`src/inc/rx_recovery_pkg.sv`:
```
package rx_recovery_pkg;
    localparam int          SAMPLES_NORMAL  = 16;
    localparam int          SAMPLES_DOUBLE  = 8;
    localparam logic [3:0]  LAST_NORMAL     = 4'hf;
    localparam logic [3:0]  LAST_DOUBLE     = 4'h7;
    localparam logic [3:0]  VOTE_NORMAL     = 4'h8;
    localparam logic [3:0]  VOTE_DOUBLE     = 4'h4;
    localparam logic [3:0]  FIRST_SAMPLE    = 4'h1;
    localparam logic [3:0]  MIN_BITS        = 4'h5;
    localparam logic [3:0]  MAX_BITS        = 4'ha;
    localparam logic [3:0]  COUNT_ZERO      = 4'h0;
    localparam logic [9:0]  DATA_ZERO       = 10'h000;
    localparam int          DATA_WIDTH      = 10;
    localparam logic [2:0]  SYNC_IDLE       = 3'h7;

    typedef enum logic [1:0] {
        ST_IDLE,
        ST_START,
        ST_BITS,
        ST_STOP
    } rx_state_e;
endpackage : rx_recovery_pkg

```
`src/logic/async_rx_clock_data_recovery.sv`:
```
`timescale 1ns/1ps
// Notes on behaviour
// - Sample at 16x baud in normal mode, 8x in double speed.
// - Double speed select one picks 8x sampling, zero picks 16x.
// - Start search begins on idle-high to low; first low is sample one.
// - Start qualified by samples 8,9,10 normal, or 4,5,6 double speed.
// - Two or more high qualifying samples reject start as noise.
// - Sample phase resynchronises on every accepted start bit.
// - Sixteen states per bit normal, eight in double speed.
// - Bit value is majority of three centre samples.
// - Recover data and parity up to first stop bit; later stops ignored.
// - Stop bit resolved by majority; zero sets framing error flag.
// - Normal mode accepts next falling edge right after last stop vote.
// - Framing error flag is zero when the stop bit resolved as one.
module async_rx_clock_data_recovery
    import rx_recovery_pkg::*;
(
    input  wire logic                  clk_sys,
    input  wire logic                  reset_n,
    input  wire logic                  clkEnable,
    input  wire logic                  sampleTick,
    input  wire logic                  double_speed_select,
    input  wire logic [3:0]            frameBits,
    input  wire logic                  serialIn,
    output logic [DATA_WIDTH-1:0]      rxBits,
    output logic                       framing_error_flag,
    output logic                       frameValid,
    output logic                       rxBusy
);
    typedef struct packed {
        rx_state_e              state;
        logic [3:0]             sample;
        logic [3:0]             bitCount;
        logic [3:0]             bitsTotal;
        logic                   fast;
        logic [2:0]             votes;
        logic                   lastLine;
        logic [DATA_WIDTH-1:0]  shift;
        logic [DATA_WIDTH-1:0]  bitsOut;
        logic                   frameErr;
        logic                   valid;
        logic                   busy;
    } rx_s;

    rx_s rxQ;
    rx_s rxD;
    logic lineLevel;
    logic bitValue;
    logic       bitEnd;
    logic       lineVote;
    logic [3:0] curSample;

    rx_pin_sync pinSync (
        .clk_sys   (clk_sys),
        .reset_n   (reset_n),
        .clkEnable (clkEnable),
        .pinIn     (serialIn),
        .pinLevel  (lineLevel)
    );

    function automatic logic majority(input logic [2:0] v);
        return (v[0] & v[1]) | (v[0] & v[2]) | (v[1] & v[2]);
    endfunction : majority

    function automatic logic [3:0] lastSample(input logic fast);
        return fast ? LAST_DOUBLE : LAST_NORMAL;
    endfunction : lastSample

    function automatic logic [3:0] voteFirst(input logic fast);
        return fast ? VOTE_DOUBLE : VOTE_NORMAL;
    endfunction : voteFirst

    function automatic logic inVote(input logic [3:0] s, input logic fast);
        logic [3:0] first;
        first = voteFirst(fast);
        return s >= first && s <= first + 4'h2;
    endfunction : inVote

    function automatic logic voteDone(input logic [3:0] s, input logic fast);
        logic [3:0] first;
        first = voteFirst(fast);
        return s == first + 4'h2;
    endfunction : voteDone

    // Normal mode decides the stop at its last vote and re-arms there;
    // double speed waits out the bit, trading a later start for a
    // simpler count
    function automatic logic stopReady(input logic [3:0] s,
                                       input logic       last,
                                       input logic       fast);
        logic ready;
        ready = fast ? last : voteDone(s, fast);
        return ready;
    endfunction : stopReady

    // Out-of-range sizes are clamped rather than refused, so a bad
    // setting still yields frames of a defined length
    function automatic logic [3:0] clampBits(input logic [3:0] n);
        logic [3:0] r;
        r = n;
        if (n < MIN_BITS) begin
            r = MIN_BITS;
        end else if (n > MAX_BITS) begin
            r = MAX_BITS;
        end
        return r;
    endfunction : clampBits

    // The stored count is the number of the sample last taken, so the
    // sample taken at this tick is one more; sixteen wraps to zero
    assign curSample = rxQ.sample + 4'h1;
    assign bitEnd    = rxQ.sample == lastSample(rxQ.fast);
    assign bitValue  = majority(rxQ.votes);
    assign lineVote  = majority({rxQ.votes[1:0], lineLevel});

    always_comb begin
        rxD = rxQ;
        rxD.valid = 1'b0;
        if (sampleTick) begin
            // Edge memory only moves on ticks, so a glitch that falls
            // between two ticks is never seen as a start
            rxD.lastLine = lineLevel;
            if (rxQ.state != ST_IDLE) begin
                rxD.sample = curSample;
                if (bitEnd) begin
                    rxD.sample = COUNT_ZERO;
                end
                // Each bit refills all three votes before they are used
                if (inVote(curSample, rxQ.fast)) begin
                    rxD.votes = {rxQ.votes[1:0], lineLevel};
                end
            end
            case (rxQ.state)
                ST_IDLE: begin
                    // Mode and size latched per frame so a mid-frame change
                    // cannot tear the sample sequence
                    if (rxQ.lastLine && !lineLevel) begin
                        rxD.state = ST_START;
                        rxD.sample = FIRST_SAMPLE;
                        rxD.fast = double_speed_select;
                        rxD.bitsTotal = clampBits(frameBits);
                        rxD.bitCount = COUNT_ZERO;
                        rxD.shift = DATA_ZERO;
                        rxD.busy = 1'b1;
                    end
                end

                ST_START: begin
                    // Noise goes back to the hunt without a frame
                    if (voteDone(curSample, rxQ.fast) && lineVote) begin
                        rxD.state = ST_IDLE;
                        rxD.busy = 1'b0;
                    end else if (bitEnd) begin
                        rxD.state = ST_BITS;
                    end
                end

                ST_BITS: begin
                    if (bitEnd) begin
                        // Bits land LSB first, at bit index bitCount
                        rxD.shift[rxQ.bitCount] = bitValue;
                        rxD.bitCount = rxQ.bitCount + 4'h1;
                        if (rxQ.bitCount + 4'h1 == rxQ.bitsTotal) begin
                            rxD.state = ST_STOP;
                        end
                    end
                end

                ST_STOP: begin
                    if (stopReady(curSample, bitEnd, rxQ.fast)) begin
                        if (rxQ.fast) begin
                            rxD.frameErr = !bitValue;
                        end else begin
                            rxD.frameErr = !lineVote;
                        end
                        rxD.bitsOut = rxQ.shift;
                        rxD.valid = 1'b1;
                        rxD.state = ST_IDLE;
                        rxD.busy = 1'b0;
                        // Line counted high, so a low at the next tick
                        // already opens a new start
                        rxD.lastLine = 1'b1;
                    end
                end

                default: begin
                    // Unreachable codes fall back to the hunt
                    rxD.state = ST_IDLE;
                    rxD.busy = 1'b0;
                end
            endcase
        end
    end

    // Line taken as idle high in reset, so release brings no false start
    always_ff @(posedge clk_sys or negedge reset_n) begin
        if (!reset_n) begin
            rxQ <= '{state:     ST_IDLE,
                     sample:    COUNT_ZERO,
                     bitCount:  COUNT_ZERO,
                     bitsTotal: MAX_BITS,
                     fast:      1'b0,
                     votes:     3'h0,
                     lastLine:  1'b1,
                     shift:     DATA_ZERO,
                     bitsOut:   DATA_ZERO,
                     frameErr:  1'b0,
                     valid:     1'b0,
                     busy:      1'b0};
        end else if (clkEnable) begin
            rxQ <= rxD;
        end
    end

    // Every output is a field of the state register

    assign rxBits = rxQ.bitsOut;
    assign framing_error_flag = rxQ.frameErr;
    assign frameValid = rxQ.valid;
    assign rxBusy = rxQ.busy;
endmodule : async_rx_clock_data_recovery

```
`src/logic/rx_pin_sync.sv`:
```
`timescale 1ns/1ps
// Three-stage pin synchroniser; a change counts once stages two and three agree
module rx_pin_sync
    import rx_recovery_pkg::*;
(
    input  wire logic clk_sys,
    input  wire logic reset_n,
    input  wire logic clkEnable,
    input  wire logic pinIn,
    output logic      pinLevel
);
    typedef struct packed {
        logic [2:0] stages;
        logic       level;
    } sync_s;

    sync_s syncQ;
    sync_s syncD;

    always_comb begin
        syncD = syncQ;
        syncD.stages = {syncQ.stages[1:0], pinIn};
        // Only stages two and three are compared; stage one is metastable
        if (syncQ.stages[2] == syncQ.stages[1]) begin
            syncD.level = syncQ.stages[2];
        end
    end

    always_ff @(posedge clk_sys or negedge reset_n) begin
        if (!reset_n) begin
            syncQ <= '{stages: SYNC_IDLE, level: 1'b1};
        end else if (clkEnable) begin
            syncQ <= syncD;
        end
    end

    assign pinLevel = syncQ.level;
endmodule : rx_pin_sync

```
`config.mk`:
```
export PLATFORM = sky130hd
export DESIGN_NAME = async_rx_clock_data_recovery
export DESIGN_NICKNAME = d
export VERILOG_FILES = /design/src/inc/rx_recovery_pkg.sv /design/src/logic/async_rx_clock_data_recovery.sv /design/src/logic/rx_pin_sync.sv
export SDC_FILE = /design/constraint.sdc
export NUM_CORES = 1
export LEC_CHECK = 0
export BUFFER_PORTS_ARGS = -buffer_cell sky130_fd_sc_hd__buf_2
export CORE_MARGIN = 5
export CORE_UTILIZATION = 59
export DETAILED_ROUTE_END_ITERATION = 8
export PLACE_DENSITY = 0.79
export SLEW_MARGIN = 0
export SYNTH_ARGS = -nofsm -noshare
export SYNTH_HDL_FRONTEND = slang
export SYNTH_SLANG_ARGS = --single-unit
export TNS_END_PERCENT = 20
```
`constraint.sdc`:
```
create_clock -name clk_sys -period 3.5 [get_ports clk_sys]
set_clock_uncertainty 0.05 [all_clocks]
set_input_delay 0.175 -clock clk_sys [delete_from_list [all_inputs] [get_ports clk_sys]]
set_output_delay 0.175 -clock clk_sys [all_outputs]
set_load 0.02 [all_outputs]
```
# ---- Word level (Yosys, flattened, before mapping)
# Index checks and enable logic that the tools add are counted.
dict set report word_totals {
  register_bits 46
  inputBits 10
}
dict set report classes {
  n_bitwise 9
  reduce_logical 19
  muxes 32
  n_addsub 3
  magnitude_cmp 6
  n_eq_ne 13
}
# op n
set ops {}
lappend ops {{$mux 4} 8}
lappend ops {{$mux 10} 2}
lappend ops {{$pmux 10 s2} 1}
lappend ops {{$mux 15} 1}
lappend ops {{$mux 2} 7}
lappend ops {{$eq 4x4->1} 3}
lappend ops {{$reduce_and 4->1} 3}
lappend ops {{$bwmux 10} 1}
lappend ops {{$ne 2x2->1 const B} 5}
lappend ops {{$add 4x1->4 const B} 2}
lappend ops {{$mux 1} 8}
lappend ops {{$pmux 2 s4} 1}
lappend ops {{$pmux 4 s2} 1}
lappend ops {{$reduce_and 7->1} 1}
lappend ops {{$reduce_and 6->1} 1}
lappend ops {{$and 1x1->1} 5}
lappend ops {{$lt 4x5->1 const B} 1}
lappend ops {{$reduce_and 5->1} 1}
lappend ops {{$add 4x2->4 const B} 1}
lappend ops {{$demux 1 s4} 1}
lappend ops {{$eq 2x2->1 const B} 2}
lappend ops {{$ge 4x1->1 const B} 1}
lappend ops {{$ge 4x4->1} 1}
lappend ops {{$gt 4x4->1 const B} 1}
lappend ops {{other kinds (13)} 23}

# ---- Longest topological paths before layout
dict set report depth {
  depth_word 7
  ltp_mapped 9
  depth_no_buf 8
}

# ---- By module
# Synthesis repeated with hierarchy kept, for this count alone.
dict set report hier_totals {
  cells_unflattened 232
  area_unflattened_um2 2499.9
}
# module area_each_um2 seq_area_each_um2 n_inst cells_per_inst
set modules_own_cells {}
lappend modules_own_cells {async_rx_clock_data_recovery 2338.5 1054.8 1 222}
lappend modules_own_cells {rx_pin_sync 161.4 105.1 1 10}

# ---- Least setup slack after synthesis
# Ideal clock, no wire load.
dict set report synth_timing {
  path_kind {register to register}
  start {register rxQ[36] in the netlist's numbering}
  end {register with a tool-made name}
  slack_ps 955
  path_stages_with_launch 9
  required_time_ps 3322
  arrival_ps 2367
  period_less_slack_ps 2545
  path_cell_list {dfrtp_1 -> ha_1 -> xor2_1 -> ha_1 -> nand4_1 -> o31a_1 -> o21a_1 -> nor4_2 -> mux2_1}
}
# item line
set synth_lines {}
lappend synth_lines {{start: declaration} async_rx_clock_data_recovery.sv:45} ;# rx_s rxQ;
lappend synth_lines {{start signal: assignment} async_rx_clock_data_recovery.sv:198} ;# rxQ <= '{state: ST_IDLE,
lappend synth_lines {{start signal: assignment} async_rx_clock_data_recovery.sv:211} ;# rxQ <= rxD;

==> metrics.csv <==
stage;metric;value;unit
outcome;outcome;complete, but fails checks;
outcome;violated checks;negative hold slack;
clocking;cts hold-fix bufs;0;
layout;nets@finish;281;
clocking;CTS root buf;clkbuf_8;
clocking;total CTS buffers;5;
die;FP Rows;23;
layout;layout cells sized above 1;0.221;
logic_synthesis;Synth Instances;243;
critical_path;CP Launch Type;flop;
global_route;largest net degree at the start of global routing;47;
critical_path;cells on worst reg2reg path;8;
sta;time the worst path needs with I/O delays and setup;2.72;ns
critical_path;worst path cell trace;ha_1, xor2_1, ha_1, nand4_1, o31a_1, o21a_1, nor4_2, mux2_1;
logic_synthesis;Synth top area share;0.393;
sta;Final Hold Viols;19;
layout;area grow syn2layout;7.45;%
layout;n_diodes;0;
placement;Placed Area;2560;um2
sta;count of final setup violators;0;
clocking;CTS tree;done;
global_route;initial antenna violation count;0;
critical_path;Max stage delay cell, worst path;dfrtp_1;
die;core area;4030;um2
routing;DR WL/cell;14.8;um
critical_path;CP most frequent cell;ha_1;
global_route;met3 Track Usage GR;0.0494;
logic_synthesis;ranking of synthesized cells by area;dfrtp_1, dfstp_2, ha_1;
die;I/O pins;23;
power_and_ir_drop;pwr dens;581;nW/um2
layout;Multi-input gate area;1150;um2
sta;Slew Limit Fails;0;
routing;DRC Markers;0;
logic_synthesis;#FFs+latches synth;46;
placement;DP Worst Slack;0.813;ns
logic_synthesis;Mapped Nets;267;
critical_path;CP Capture Type;flop;
sta;Slew HR;0.343;
layout;final instance area;2670;um2
logic_synthesis;post-synthesis sequential area ratio;0.467;
placement;I/O Buffers;22;
sta;Tcrit/Tclk final;0.778;
routing;Final ANT Viol Nets;0;
hold_path;HP Class;in -> async;
layout;Register Area;1160;um2
critical_path;Buf/Inv on CP;0;
clocking;clock sink total;46;
critical_path;Worst Path Required;3.63;ns
sta;setup TNS;0;ns
clocking;clock buffer depth;2;
global_route;grt ovf;0;
power_and_ir_drop;Lkg Pwr;1.27;nW
critical_path;CP arrival;2.86;ns
clocking;Worst-path clk slew;0.08;ns
routing;Vias per Instance;5.68;
global_route;total track usage;0.182;
routing;Pre-antenna DRT Iters;4;
global_route;met1 Use GR;0.244;
critical_path;worst stage delay on the critical path;0.45;ns
die;Initial Utilization;0.617;
power_and_ir_drop;Max IR drop VDD;378;uV
critical_path;Setup CP Type;reg -> reg;
sta;setup ws final;0.778;ns
global_route;vias in the first global route;1732;
run;Max Cap Violations;0;
routing;wirelength, routed;4.57;mm
die;die width;74.9;um
layout;FILL cells;339;
sta;f_max;367;MHz
clocking;H-tree depth;2;
logic_synthesis;Mean Syn Cell Area;10.2;um2
global_route;met2 usage;0.287;
critical_path;CP Max Fanout;7;
placement;GP Congestion;0.952;
critical_path;crit-path leading delay family;adder cells;
logic_synthesis;synth warn;0;
routing;Starting DRT DRC Count;85;
sta;unrepaired setup endpoints after global routing;no;
sta;worst hold slack;-0.0116;ns
logic_synthesis;mapped cell area;2490;um2
clocking;Clock Latency Late Sink;0.30;ns
logic_synthesis;post-synth cell types;40;
die;die area;5610;um2
sta;worst-margin pin slew;0.986;ns
placement;DP HPWL;3.21;mm
clocking;postcts setup bufs;0;
logic_synthesis;Synth area leader;dfrtp_1;
global_route;most used routing layer;met2;
routing;vias post-DR;1749;
global_route;first-pass GRT wire length;7.84;mm
die;die height;74.9;um
critical_path;critical path depth;8;
clocking;cts repair resizes;0;
[kinds of logic after synthesis]
group	Yosys count	share of synthesized area
fa+ha+maj	14	0.0705
xor+xnor	9	0.0317
simple gates	53	0.105
buf+inv	36	0.0710
compound gates	64	0.162
flops	46	0.467
mux	21	0.0936
[layout by cell type, fill, tap and decap left out, drive strengths merged]
master / n
dfrtp: 39
o21ai: 24
buf: 23
nand2: 22
inv: 20
mux2: 18
a21oi: 16
ha: 14
nand3: 7
nor2: 7
a22o: 7
dfstp: 7
clkbuf: 7
xnor2: 6
a21o: 5
nor3: 4
xor2: 3
nand2b: 3
mux2i: 3
o22ai: 3
o31ai: 2
o41ai: 2
nand4: 2
nor2b: 2
or3: 2
or2: 1
nor3b: 1
a211o: 1
a2111oi: 1
and2b: 1
o31a: 1
o21a: 1
o41a: 1
nor4: 1
bufinv: 1
[sequential cells by signal, indices dropped and copies added (netlist names), named ones only]
signal              cells
rxQ                    28
rxBits                 10
pinSync.syncD           2
frameValid              1
framing_error_flag      1
pinSync.pinLevel        1
pinSync.syncQ           1
rxBusy                  1
[Yosys cell counts]
cell type and count:
nor3b_1 1, dfstp_2 7, o31a_1 1, buf_4 10
nand2b_1 3, a21oi_1 16, a211o_1 1, nor3_1 3
clkbuf_1 3, or3_2 1, mux2i_1 3, or3_1 1
mux2_2 15, nor3_2 1, nor2b_1 2, o41a_1 1
nand4_1 2, inv_1 20, a2111oi_2 1, o31ai_1 2
o41ai_1 2, a21o_1 5, and2b_2 1, o21ai_0 22
ha_1 14, nor4_2 1, or2_2 1, xnor2_1 6
buf_2 2, dfrtp_1 39, clkbuf_2 1, o21ai_1 2
o22ai_1 3, nand2_1 22, xor2_1 3, a22o_1 7
mux2_1 3, nand3_1 7, nor2_1 7, o21a_1 1
[layout make-up]
class | instances | area share
flip-flops and latches | 46 | 0.434
repair buffers | 23 | 0.0440
clock inverters | 1 | 0.0112
multi-input cells | 161 | 0.430
clock buffers | 7 | 0.0286
inverters | 20 | 0.0281
well taps | 50 | 0.0234
[per-layer routing]
layer,wire (um),share of wire,up-vias
met3,266,0.058,6
met2,2090,0.46,43
met5,0,0,-
met1,2150,0.47,834
li1,-,-,866
met4,66,0.014,0
[power by group]
part           total [W]  internal, W  switching (W)
logic           0.000454     0.000197       0.000257
registers       0.000716     0.000629      0.0000875
clock network   0.000381     0.000214       0.000168
total            0.00155      0.00104       0.000513
[worst reg2reg max path: stages, from the launching register on]
cell,delay [ns]
dfrtp_1,0.45
ha_1,0.28
xor2_1,0.17
ha_1,0.33
nand4_1,0.17
o31a_1,0.38
o21a_1,0.20
nor4_2,0.26
mux2_1,0.34
[path summary, 6_finish.rpt]
check / start / endpoint / slack (ns)
max in group asynchronous: reset_n / rxQ[15] / 2.80
hold reg to reg: rxBits[8] / rxBits[8] / 0.42
setup / recovery: rxQ[36] / flop / 0.78
min in group clk_sys: double_speed_select / rxQ[27] / 0.03
setup reg to reg: rxQ[36] / flop / 0.78
hold / removal: reset_n / rxQ[27] / -0.01
[stage by stage]
step / power (W) / utilization / cells
6_report: 0.00155 / 0.663 / 308
3_5_place_dp: 0.00117 / 0.637 / 300
4_1_cts: 0.00156 / 0.663 / 308
2_1_floorplan: 0.00106 / - / 243
5_1_grt: 0.00165 / 0.663 / 308
3_3_place_gp: 0.00115 / 0.637 / 300
Note: power is estimated with default switching activity, not from simulation.
